--- config.mk ---
export PLATFORM = sky130hd
export DESIGN_NAME = t8c_compare_unit
export DESIGN_NICKNAME = d
export VERILOG_FILES = /design/src/design/t8c_pkg.sv /design/src/design/t8c_compare_unit.sv /design/src/design/t8c_wave_chan.sv
export VERILOG_INCLUDE_DIRS = /design/src /design/src/design
export SDC_FILE = /design/constraint.sdc
export NUM_CORES = 1
export LEC_CHECK = 0
export BUFFER_PORTS_ARGS = -buffer_cell sky130_fd_sc_hd__buf_2
export CORE_UTILIZATION = 41
export CTS_CLUSTER_DIAMETER = 50
export CTS_CLUSTER_SIZE = 12
export DETAILED_ROUTE_END_ITERATION = 7
export PLACE_DENSITY = 0.68
export SLEW_MARGIN = 20
export SYNTH_ARGS = -nofsm -noshare
export SYNTH_HDL_FRONTEND = slang
export SYNTH_SLANG_ARGS = --single-unit
--- constraint.sdc ---
create_clock -name ref_clk -period 2.48 [get_ports ref_clk]
set_input_delay 0.496 -clock ref_clk [delete_from_list [all_inputs] [get_ports ref_clk]]
set_output_delay 0.496 -clock ref_clk [all_outputs]
set_load 0.01 [all_outputs]
--- src/design/t8c_regs.svh ---
`ifndef T8C_REGS_SVH
`define T8C_REGS_SVH
// How it works
// - All logic runs on ref_clk; timer_tick only qualifies count and compare.
// - Both match flags set on every compare match in every mode.
// - Clear-on-match and fast PWM with ceiling A: match A flags and clears.
// - Nonzero mode field A hands the pin to wave output A, except PWM 01 with select high 0.
// - Nonzero mode field B hands the pin to wave output B, except 01 in PWM.
// - Non-PWM mode A: off, toggle, clear, set on match.
// - PWM mode A 01: off when select high is 0, else toggle.
// - Fast PWM A: 10 clear on match set at ceiling; 11 inverse.
// - Phase PWM A: 10 clear on up match, set on down; 11 inverse.
// - PWM A 10/11: compare equal to ceiling ignores match, acts at ceiling.
// - Non-PWM mode B: off, toggle, clear, set on match.
// - Fast PWM B: 01 reserved; 10 and 11 as for channel A.
// - Phase PWM B: 01 reserved; 10 and 11 as for channel A.
// - PWM B: compare equal to ceiling ignores match, acts at ceiling.
// - Select 0 normal, 1/5 phase, 2 clear-on-match, 3/7 fast; ceiling.
// - Non-PWM force strobe applies action only; no flag, reads zero.

`define T8C_OFF_CTRL_A  3'h0
`define T8C_OFF_CTRL_B  3'h1
`define T8C_OFF_COUNT   3'h2
`define T8C_OFF_CMP_A   3'h3
`define T8C_OFF_CMP_B   3'h4
`define T8C_OFF_STATUS  3'h5
`define T8C_OFF_MASK    3'h6

`define T8C_MODE_A      7:6
`define T8C_MODE_B      5:4
`define T8C_WSEL_LOW    1:0
`define T8C_FORCE_A     7
`define T8C_FORCE_B     6
`define T8C_WSEL_HIGH   3
`define T8C_FLAGS       1:0

`define T8C_RESET_BYTE  8'h00
`define T8C_BOTTOM      8'h00
`define T8C_MAX         8'hFF

`define T8C_WS_PHASE    3'h1
`define T8C_WS_CTC      3'h2
`define T8C_WS_FAST     3'h3
`define T8C_WS_PHASE_A  3'h5
`define T8C_WS_FAST_A   3'h7
`endif

--- src/design/t8c_pkg.sv ---
package t8c_pkg;
	typedef enum logic [1:0] {
		T8C_NONPWM = 2'h0,
		T8C_FAST   = 2'h1,
		T8C_PHASE  = 2'h3
	} t8c_kind_e;

	typedef logic [7:0] t8c_byte_t;
endpackage : t8c_pkg

--- src/design/t8c_compare_unit.sv ---
// Strobed register access and the address map are this design's own decisions.
`timescale 1ns/1ns
`include "t8c_regs.svh"
module t8c_compare_unit (
	input  wire logic             ref_clk,     // I/O clock, 100 MHz
	input  wire logic             rst_n,       // Async reset, low
	input  wire logic             timer_tick,  // Prescaler enable
	input  wire logic [2:0]       reg_addr,    // Register address
	input  wire t8c_pkg::t8c_byte_t reg_wdata, // Write data
	input  wire logic             reg_wr,      // Write strobe
	input  wire logic             reg_rd,      // Read strobe
	output t8c_pkg::t8c_byte_t    reg_rdata,   // Read data, next cycle
	input  wire logic             port_dir_a,  // Direction bit, pin A
	input  wire logic             port_dir_b,  // Direction bit, pin B
	input  wire logic             port_val_a,  // Port value, pin A
	input  wire logic             port_val_b,  // Port value, pin B
	output logic                  pin_a_out,   // Pin A level
	output logic                  pin_a_oe_n,  // Pin A enable, low
	output logic                  pin_b_out,   // Pin B level
	output logic                  pin_b_oe_n,  // Pin B enable, low
	output logic                  wave_out_a,  // Waveform A
	output logic                  wave_out_b,  // Waveform B
	output logic                  irq          // Match interrupt
);
	import t8c_pkg::*;

	function automatic t8c_kind_e kind_of(input logic [2:0] ws);
		case (ws)
			`T8C_WS_PHASE, `T8C_WS_PHASE_A: kind_of = T8C_PHASE;
			`T8C_WS_FAST, `T8C_WS_FAST_A:   kind_of = T8C_FAST;
			default:                        kind_of = T8C_NONPWM;
		endcase
	endfunction : kind_of

	function automatic logic ceiling_is_a(input logic [2:0] ws);
		ceiling_is_a = (ws == `T8C_WS_CTC) || (ws == `T8C_WS_PHASE_A) ||
			(ws == `T8C_WS_FAST_A);
	endfunction : ceiling_is_a

	logic [1:0] out_mode_a;
	logic [1:0] out_mode_b;
	logic [1:0] wsel_low;
	logic       wsel_high;
	t8c_byte_t  cmp_buf_a;
	t8c_byte_t  cmp_buf_b;
	t8c_byte_t  compare_value_a;
	t8c_byte_t  compare_value_b;
	t8c_byte_t  counter_value;
	logic       count_up;
	logic       block_match;
	logic [1:0] match_status;
	logic [1:0] match_mask;

	logic [1:0] next_out_mode_a;
	logic [1:0] next_out_mode_b;
	logic [1:0] next_wsel_low;
	logic       next_wsel_high;
	t8c_byte_t  next_cmp_buf_a;
	t8c_byte_t  next_cmp_buf_b;
	t8c_byte_t  next_compare_value_a;
	t8c_byte_t  next_compare_value_b;
	t8c_byte_t  next_counter_value;
	logic       next_count_up;
	logic       next_block_match;
	logic [1:0] next_match_status;
	logic [1:0] next_match_mask;
	t8c_byte_t  next_reg_rdata;

	logic [2:0] waveform_select;
	t8c_kind_e  kind;
	t8c_byte_t  ceiling;
	logic       at_top;
	logic       top_tick;
	logic       match_a;
	logic       match_b;
	logic       cnt_wr;
	logic       force_a;
	logic       force_b;
	logic [1:0] flag_clr;
	logic       con_a;
	logic       con_b;

	assign waveform_select = {wsel_high, wsel_low};
	assign kind = kind_of(waveform_select);
	assign ceiling = ceiling_is_a(waveform_select) ? compare_value_a
		: `T8C_MAX;
	assign at_top = (counter_value == ceiling);
	assign top_tick = timer_tick && at_top;
	assign cnt_wr = reg_wr && (reg_addr == `T8C_OFF_COUNT);
	// A counter write masks the compare on the next tick
	assign match_a = timer_tick && !block_match &&
		(counter_value == compare_value_a);
	assign match_b = timer_tick && !block_match &&
		(counter_value == compare_value_b);
	// Strobes only act outside PWM, otherwise they are dropped
	assign force_a = reg_wr && (reg_addr == `T8C_OFF_CTRL_B) &&
		reg_wdata[`T8C_FORCE_A] && (kind == T8C_NONPWM);
	assign force_b = reg_wr && (reg_addr == `T8C_OFF_CTRL_B) &&
		reg_wdata[`T8C_FORCE_B] && (kind == T8C_NONPWM);

	always_comb begin
		next_counter_value = counter_value;
		next_count_up = count_up;
		next_block_match = block_match;
		next_compare_value_a = compare_value_a;
		next_compare_value_b = compare_value_b;
		// Double buffered in PWM so a period never sees a half update
		if (kind == T8C_NONPWM) begin
			next_compare_value_a = cmp_buf_a;
			next_compare_value_b = cmp_buf_b;
		end else if (top_tick) begin
			next_compare_value_a = cmp_buf_a;
			next_compare_value_b = cmp_buf_b;
		end
		if (cnt_wr) begin
			next_counter_value = reg_wdata;
			next_block_match = 1'b1;
		end else if (timer_tick) begin
			next_block_match = 1'b0;
			if (kind == T8C_PHASE) begin
				if (count_up) begin
					if (at_top) begin
						next_count_up = 1'b0;
						next_counter_value = counter_value - 8'h01;
					end else begin
						next_counter_value = counter_value + 8'h01;
					end
				end else if (counter_value == `T8C_BOTTOM) begin
					next_count_up = 1'b1;
					next_counter_value = counter_value + 8'h01;
				end else begin
					next_counter_value = counter_value - 8'h01;
				end
			end else if (at_top) begin
				next_count_up = 1'b1;
				next_counter_value = `T8C_BOTTOM;
			end else begin
				next_count_up = 1'b1;
				next_counter_value = counter_value + 8'h01;
			end
		end
	end

	always_ff @(posedge ref_clk or negedge rst_n) begin
		if (!rst_n) begin
			counter_value <= `T8C_RESET_BYTE;
			count_up <= 1'b1;
			block_match <= 1'b0;
			compare_value_a <= `T8C_RESET_BYTE;
			compare_value_b <= `T8C_RESET_BYTE;
		end else begin
			counter_value <= next_counter_value;
			count_up <= next_count_up;
			block_match <= next_block_match;
			compare_value_a <= next_compare_value_a;
			compare_value_b <= next_compare_value_b;
		end
	end

	always_comb begin
		next_out_mode_a = out_mode_a;
		next_out_mode_b = out_mode_b;
		next_wsel_low = wsel_low;
		next_wsel_high = wsel_high;
		next_cmp_buf_a = cmp_buf_a;
		next_cmp_buf_b = cmp_buf_b;
		next_match_mask = match_mask;
		flag_clr = 2'h0;
		if (reg_wr) begin
			case (reg_addr)
				`T8C_OFF_CTRL_A: begin
					next_out_mode_a = reg_wdata[`T8C_MODE_A];
					next_out_mode_b = reg_wdata[`T8C_MODE_B];
					next_wsel_low = reg_wdata[`T8C_WSEL_LOW];
				end
				`T8C_OFF_CTRL_B: next_wsel_high = reg_wdata[`T8C_WSEL_HIGH];
				`T8C_OFF_CMP_A:  next_cmp_buf_a = reg_wdata;
				`T8C_OFF_CMP_B:  next_cmp_buf_b = reg_wdata;
				`T8C_OFF_STATUS: flag_clr = reg_wdata[`T8C_FLAGS];
				`T8C_OFF_MASK:   next_match_mask = reg_wdata[`T8C_FLAGS];
				default: ;
			endcase
		end
		// Set beats a clear in the same cycle; forced hits never flag
		next_match_status = (match_status & ~flag_clr) |
			{match_b, match_a};
		next_reg_rdata = 8'h00;
		if (reg_rd) begin
			case (reg_addr)
				`T8C_OFF_CTRL_A: next_reg_rdata =
					{out_mode_a, out_mode_b, 2'b00, wsel_low};
				// Strobe bits always read back as zero
				`T8C_OFF_CTRL_B: next_reg_rdata =
					{4'h0, wsel_high, 3'h0};
				`T8C_OFF_COUNT:  next_reg_rdata = counter_value;
				`T8C_OFF_CMP_A:  next_reg_rdata = cmp_buf_a;
				`T8C_OFF_CMP_B:  next_reg_rdata = cmp_buf_b;
				`T8C_OFF_STATUS: next_reg_rdata = {6'h00, match_status};
				`T8C_OFF_MASK:   next_reg_rdata = {6'h00, match_mask};
				default:         next_reg_rdata = 8'h00;
			endcase
		end
	end

	always_ff @(posedge ref_clk or negedge rst_n) begin
		if (!rst_n) begin
			out_mode_a <= 2'h0;
			out_mode_b <= 2'h0;
			wsel_low <= 2'h0;
			wsel_high <= 1'b0;
			cmp_buf_a <= `T8C_RESET_BYTE;
			cmp_buf_b <= `T8C_RESET_BYTE;
			match_status <= 2'h0;
			match_mask <= 2'h0;
			reg_rdata <= `T8C_RESET_BYTE;
		end else begin
			out_mode_a <= next_out_mode_a;
			out_mode_b <= next_out_mode_b;
			wsel_low <= next_wsel_low;
			wsel_high <= next_wsel_high;
			cmp_buf_a <= next_cmp_buf_a;
			cmp_buf_b <= next_cmp_buf_b;
			match_status <= next_match_status;
			match_mask <= next_match_mask;
			reg_rdata <= next_reg_rdata;
		end
	end

	t8c_wave_chan #(
		.HAS_TOGGLE (1'b1)
	) u_chan_a (
		.ref_clk    (ref_clk),
		.rst_n      (rst_n),
		.kind       (kind),
		.out_mode   (out_mode_a),
		.wsel_high  (wsel_high),
		.match      (match_a),
		.top_tick   (top_tick),
		.cmp_is_top (compare_value_a == ceiling),
		.count_up   (count_up),
		.force_hit  (force_a),
		.wave_out   (wave_out_a),
		.connected  (con_a)
	);

	// Channel B has no toggle in PWM; 01 there is reserved
	t8c_wave_chan #(
		.HAS_TOGGLE (1'b0)
	) u_chan_b (
		.ref_clk    (ref_clk),
		.rst_n      (rst_n),
		.kind       (kind),
		.out_mode   (out_mode_b),
		.wsel_high  (wsel_high),
		.match      (match_b),
		.top_tick   (top_tick),
		.cmp_is_top (compare_value_b == ceiling),
		.count_up   (count_up),
		.force_hit  (force_b),
		.wave_out   (wave_out_b),
		.connected  (con_b)
	);

	// Takeover only picks the level; direction bit alone drives
	assign pin_a_out = con_a ? wave_out_a : port_val_a;
	assign pin_b_out = con_b ? wave_out_b : port_val_b;
	assign pin_a_oe_n = ~port_dir_a;
	assign pin_b_oe_n = ~port_dir_b;
	assign irq = |(match_status & match_mask);
endmodule : t8c_compare_unit

--- src/design/t8c_wave_chan.sv ---
`timescale 1ns/1ns
module t8c_wave_chan #(
	parameter bit HAS_TOGGLE = 1'b1 // PWM toggle option present
) (
	input  wire logic             ref_clk,    // I/O clock
	input  wire logic             rst_n,      // Async reset, low
	input  wire t8c_pkg::t8c_kind_e kind,     // Waveform family
	input  wire logic [1:0]       out_mode,   // Output mode field
	input  wire logic             wsel_high,  // Upper select bit
	input  wire logic             match,      // Qualified match
	input  wire logic             top_tick,   // Tick at ceiling
	input  wire logic             cmp_is_top, // Compare equals ceiling
	input  wire logic             count_up,   // Count direction
	input  wire logic             force_hit,  // Forced match
	output logic                  wave_out,   // Waveform register
	output logic                  connected   // Pin taken over
);
	import t8c_pkg::*;

	logic next_wave;
	logic pwm_toggle;

	always_comb begin
		pwm_toggle = HAS_TOGGLE && wsel_high && (out_mode == 2'b01);
		next_wave = wave_out;
		case (kind)
			T8C_NONPWM: begin
				if (match || force_hit) begin
					case (out_mode)
						2'b01:   next_wave = ~wave_out;
						2'b10:   next_wave = 1'b0;
						2'b11:   next_wave = 1'b1;
						default: next_wave = wave_out;
					endcase
				end
			end
			T8C_FAST: begin
				if (out_mode[1]) begin
					// Ceiling action wins, so equal compare gives a flat line
					if (top_tick)
						next_wave = ~out_mode[0];
					else if (match && !cmp_is_top)
						next_wave = out_mode[0];
				end else if (pwm_toggle && match) begin
					next_wave = ~wave_out;
				end
			end
			T8C_PHASE: begin
				if (out_mode[1]) begin
					if (cmp_is_top) begin
						if (top_tick)
							next_wave = ~out_mode[0];
					end else if (match) begin
						next_wave = count_up ? out_mode[0] : ~out_mode[0];
					end
				end else if (pwm_toggle && match) begin
					next_wave = ~wave_out;
				end
			end
			default: next_wave = wave_out;
		endcase
		// Reserved or gated 01 in PWM leaves the pin to the port
		connected = (out_mode != 2'b00) &&
			!((kind != T8C_NONPWM) && (out_mode == 2'b01) && !pwm_toggle);
	end

	always_ff @(posedge ref_clk or negedge rst_n) begin
		if (!rst_n)
			wave_out <= 1'b0;
		else
			wave_out <= next_wave;
	end
endmodule : t8c_wave_chan

Word level (Yosys, flattened, before mapping). Cells that the tools add are included.

Word-level logic and storage cells: 162. Register bits: 63.

Add/sub/neg operators: 2. Eq/ne operators: 36. Bitwise operators: 11. Multiplexer cells: 48. Reduce and logical (&&, ||, !) cells: 49.

Operator list (number): $mux 8 (13); $pmux 8 s7 (1); $eq 8x8->1 (5); $mux 1 (27); $logic_and 1x1->1 (19); $eq 3x3->1 const B (5); $eq 3x2->1 const B (4); $pmux 1 s3 (4); $reduce_and 2->1 (6); $eq 2x2->1 const B (5); $reduce_bool 2->1 (5); $add 8x1->8 const B (1); $logic_not 8->1 (1); $ne 4x1->1 const B (2); $ne 4x3->1 const B (2); $reduce_and 8->1 (1); $sub 8x1->8 const B (1); $not 1->1 (7); $eq 2x1->1 const B (3); $eq 3x1->1 const B (2); $logic_not 1->1 (6); $ne 3x2->1 const B (2); $reduce_and 6->1 (1); $reduce_or 2->1 (3); 13 further kinds (20).

Longest topological paths before layout.
Word-level depth: 11. Gate-level depth with buffers: 11. Mapped depth without buffers: 9.

By module. Synthesis repeated with hierarchy kept, for this count alone.

Cells, all modules: 437. Area, all modules: 4277.9 µm².

Modules (own cells, without submodules): t8c_compare_unit (cells each 385, instances 1, area each 3866.2 µm², seq. area each 1527.7 µm²); t8c_wave_chan (u_chan_a) (cells each 26, instances 1, area each 214.0 µm², seq. area each 25.0 µm²); t8c_wave_chan (u_chan_b) (cells each 26, instances 1, area each 197.7 µm², seq. area each 25.0 µm²).

Worst setup path before layout. Ideal clock, no wire load.

Path kind: input to register. From: input reg_addr[0]. To: register u_chan_a.wave_out. Stages: 9. Buffers on the path: 1. Setup slack: 169 ps. Required time: 2347 ps. Arrival: 2178 ps. Cell sequence: clkbuf_1 > nor2b_1 > and2_1 > nand2_1 > o21ai_0 > a21oi_1 > or4b_2 > o221ai_1 > a31oi_1.

Word-level cells in the longest chain between the ends: 7.

RTL lines: from (decl) (line t8c_compare_unit.sv:8) `input wire logic [2:0] reg_addr,`; $eq 3x1->1; $logic_and 1x1->1 (3 in series) (line t8c_compare_unit.sv:96) `` assign force_a = reg_wr && (reg_addr == `T8C_OFF_CTRL_B) && ``; $logic_or 1x1->1 (line t8c_wave_chan.sv:28) `if (match || force_hit) begin`; $ne 2x1->1 (no source line); $reduce_and 6->1 (no source line); to (signal assigned) (line t8c_wave_chan.sv:71) `wave_out <= next_wave;`; to (decl) (line t8c_wave_chan.sv:15) `output logic wave_out,`.

Every way passes these cells. A chain may end at the register's enable or synchronous reset.

Worst setup path after layout.
From: register wsel_high. To: register u_chan_b.wave_out.

Word-level cells in the longest chain between the ends: 9. Elaborated cells between the ends (all ways): 35. Those cells by class: 16 x eq/ne; 7 x mux; 12 x reduce/logical.

RTL lines: from (decl) (line t8c_compare_unit.sv:43) `logic wsel_high;`; from (signal assigned) (line t8c_compare_unit.sv:220) `wsel_high <= next_wsel_high;`; $eq 3x2->1 (no source line) or $eq 3x3->1 (tied branches); $logic_or 1x1->1 (2 in series) (line t8c_compare_unit.sv:36) `` ceiling_is_a = (ws == `T8C_WS_CTC) || (ws == `T8C_WS_PHASE_A) || ``; $mux 8 (no source line); $eq 8x8->1 (on tied branches) (line t8c_compare_unit.sv:257, t8c_compare_unit.sv:87); $logic_not 1->1 or $logic_and 1x1->1 (tied branches) (line t8c_wave_chan.sv:42, t8c_compare_unit.sv:88); $logic_and 1x1->1 or $mux 1 (tied branches) (line t8c_wave_chan.sv:42, t8c_wave_chan.sv:40); $ne 3x2->1 (no source line) or $mux 1 (tied branches); $reduce_and 8->1 (no source line) or $pmux 1 s3 (tied branches); to (signal assigned) (line t8c_wave_chan.sv:71); to (decl) (line t8c_wave_chan.sv:15).

Several ways; a longest one is shown, not always the timed one. The select of a mux whose other input is x is not followed.

==> impl_results.md <==
* Slew HR at 0.624
* Register Area at approximately 0.0016 mm^2
* Number of remaining DRC errors at 0
* Hold Vio Cnt, Final at 0
* Ys Warns at 0
* CP Max Fanout at 6
* Max Cap Viol at 0
* Cell area after synthesis at between 0.004 and 0.005 mm^2
* I/O pin count at 35
* Leak at approximately 2.2 nW
* Drt via density at roughly 5.8
* Least-Margin Pin Slew at approximately 560 ps
* Post-DP HPWL at 8580 um
* Routed wire length per instance at between 15 and 20 um
* Clk_skew at 11.0 ps
* Gr ovfl total at 0
* TritonCTS clock tree: done
* Worst setup EP type: register
* Antenna cells at 0
* Crit share post-route at 0.989
* Largest net degree at the start of global routing at 64
* Post-Syn Area per Cell at a little over 9 um^2
* WP data required at ~2700 ps
* Critical path cell sequence: nor3b_4, nor2_4, nor4_2, a31oi_1, a211o_1, nor2b_1, o21ai_1, mux2_1
* GRT Overall Usage at 0.240
* Asr flop ratio synth at 1.00
* Inst Count DP at approximately 620
* Status: finished clean
* Clock Latency Late Sink at between 300 and 400 ps
* Starting Density at 0.421
* Clock share of power at 0.201
* # fillers at 892
* Rows at 36
* CP startpoint: wsel_high$_DFFE_PN0N_
* Switch share at 0.405
* Fraction of layout cells with a size suffix above 1 at 0.308
* Core area at just under 0.01 mm^2
* Post-synth top area cell: dfrtp_1
* Startpoint types: register
* CTS clk-pin slew, worst paths at 80 ps
* First-pass GRT wire length at between 15,000 and 20,000 um
* Final wirelength at about 12,000 um
* Net switching power at ~1.9 mW
* Starting DRT DRC Count at between 300 and 400
* Post-synth EDFFs at 0
* Die H at ~100 um
* Total power per unit cell area at roughly 940 mW/mm^2
* RSZ-0062 raised after global routing: yes
* Seq pwr share at 0.373
* Nets at roughly 540
* Max clock buf depth at 2
* Most common cell after layout, fill and taps aside: dfrtp_1
* Min-delay worst type: in2async
* Setup violation total in the final timing report at 0
* Die X at around 100 um
* Final setup TNS at 0 ps
* Yosys cell types at between 60 and 70
* Number of CTS-inserted buffers at 9
* Synth Flop Type: dfrtp_1
* Via count at 3,763
* Mapped Nets at ~470
* Initial antenna violation count at 0
* Vias in the first global route at around 3,500
* CP peak stage delay at approximately 460 ps
* Seq cells post-synth at 63
* Crit path kind: reg2reg
* Worst VDD drop at roughly 370 uV
* CTS H-Tree Depth at 3
* Root Buffer: clkbuf_8
* Hold Buf Count CTS at 0
* Worst Path Arrival at roughly 2700 ps
* Most frequent cells in the layout: dfrtp_1 (58), buf_4 (42), nand2_1 (40), buf_2 (34), mux2_2 (31)
* Synth area leaders: dfrtp_1 (38%), mux2_2 (8.5%), nand2_1 (3.7%)
* Fin crit period at ~2500 ps
* Gate power share at 0.426
* Final Max Tran Viols at 0
* Sequential fraction of the synthesis area at 0.385
* Max stage delay cell, worst path: dfrtp_2
* ANT nets after route at 0
* Internal power at 2.80 mW
* Fin cells at roughly 650
* Final GP Congestion at roughly 0.97
* Reg-to-reg startpoint: wsel_high$_DFFE_PN0N_
* Multi-input logic area at about 0.0024 mm^2
* Cells after Synth at around 440
* Post-synth top area share at 0.379
* Area grow syn2layout at 22.1%
* Clock sinks at between 60 and 70
* IO Port Bufs at 34
* Fmax at 408 MHz
* Die ar. at about 0.010 mm^2
* DR pass1 iterations at 5
## registers in the layout, summed over array words and instances (netlist names), 2 cells and up
register	flops
cmp_buf_a	8
cmp_buf_b	8
compare_value_a	8
compare_value_b	8
counter_value	8
reg_rdata	8
match_mask	2
match_status	2
out_mode_a	2
out_mode_b	2
wsel_low	2
## timing repair
| item | in CTS | in global routing |
|---|---|---|
| pin swaps | 0 | 19 |
| setup endpoints to repair | 1 | 24 |
| endpoints found under the hold margin | 0 | 0 |
| resized for setup | 1 | 25 |
| gates cloned | 0 | 1 |
| setup buffers | 0 | 6 |
## critical path, delay by kind of cell (launching register included)
kind	cells	cell delay (ps)
simple gates	4	970
compound gates	3	580
mux	1	330
flops	1	460
## power groups by stage
stage	logic [mW]	registers (mW)	clock network [mW]
after detailed placement	1.86	1.74	0
final	2.00	1.76	0.945
after floorplan	1.28	1.59	0
after global placement	1.82	1.73	0
after global routing	2.18	1.80	1.00
after CTS	1.87	1.73	0.957
## layer usage
| layer | up-vias | share of wire | wire [um] | GRT usage |
|---|---|---|---|---|
| met2 | 156 | 0.46 | 5530 | 0.376 |
| met1 | 1835 | 0.43 | 5150 | 0.310 |
| met5 | - | 0 | 0 | 0 |
| met4 | 0 | 0.046 | 552 | 0.144 |
| met3 | 40 | 0.056 | 664 | 0.0445 |
| li1 | 1732 | - | - | - |
## cells in the mapped netlist (all sizes together), types with 3 or more instances
| master | count |
|---|---|
| clkbuf | 20 |
| inv | 15 |
| and3 | 4 |
| nor3 | 6 |
| nand2 | 40 |
| and2 | 8 |
| a211o | 3 |
| nor4 | 5 |
| dfrtp | 62 |
| nor2 | 31 |
| nor3b | 3 |
| mux2 | 42 |
| a21oi | 22 |
| a31oi | 6 |
| nand4 | 9 |
| nor2b | 10 |
| nand3 | 20 |
| mux2i | 6 |
| xnor2 | 14 |
| a211oi | 5 |
| o21ai | 28 |
| ha | 9 |
| xor2 | 10 |
| nand2b | 8 |
| buf | 8 |
| o221ai | 4 |
| a22oi | 5 |
## worst paths after layout
| check | to | slack (ps) | cells after the start |
|---|---|---|---|
| hold reg to reg | compare_value_a[4]$_DFFE_PN0P_ | 520 | 1 |
| setup / recovery | u_chan_b.wave_out$_DFFE_PN0P_ | 30 | 8 |
| setup reg to reg | u_chan_b.wave_out$_DFFE_PN0P_ | 30 | 8 |
| hold / removal | counter_value[3]$_DFFE_PN0P_ | 150 | 2 |
| max in group asynchronous | count_up$_DFFE_PN1P_ | 2010 | 2 |
| min in group ref_clk | counter_value[2]$_DFFE_PN0P_ | 420 | 2 |
## logic make-up after synthesis
kind of cell / count (synthesis) / synth area share
DFF: 63 / 0.385
buffers and inverters: 43 / 0.0431
muxes: 48 / 0.130
AOI/OAI and AO/OA: 103 / 0.171
adders and majority gates: 9 / 0.0275
xor gates and xnor gates: 24 / 0.0513
and+or+nand+nor: 154 / 0.192
## cell type report
| type | instances | share of cell area |
|---|---|---|
| repair buffers | 80 | 0.108 |
| clock buffers | 10 | 0.0275 |
| flip-flops and latches | 63 | 0.317 |
| well taps | 133 | 0.0333 |
| inverters | 15 | 0.0113 |
| clock inverters | 6 | 0.0138 |
| multi-input cells | 339 | 0.490 |
## per-stage QoR
step / hold slack (ps) / utilization / setup slack, ps / total power, mW / instance area, um^2
floorplan: 200 / - / 169 / 2.87 / 4090
global placement: 483 / 0.476 / 20.6 / 3.55 / 4630
detailed placement: 498 / 0.476 / 12.0 / 3.60 / 4630
CTS: 160 / 0.498 / 15.8 / 4.55 / 4840
global route: 172 / 0.514 / -49.7 / 4.99 / 5000
finish: 150 / 0.514 / 27.3 / 4.70 / 5000
No activity file was read; power rests on OpenSTA's default activity.
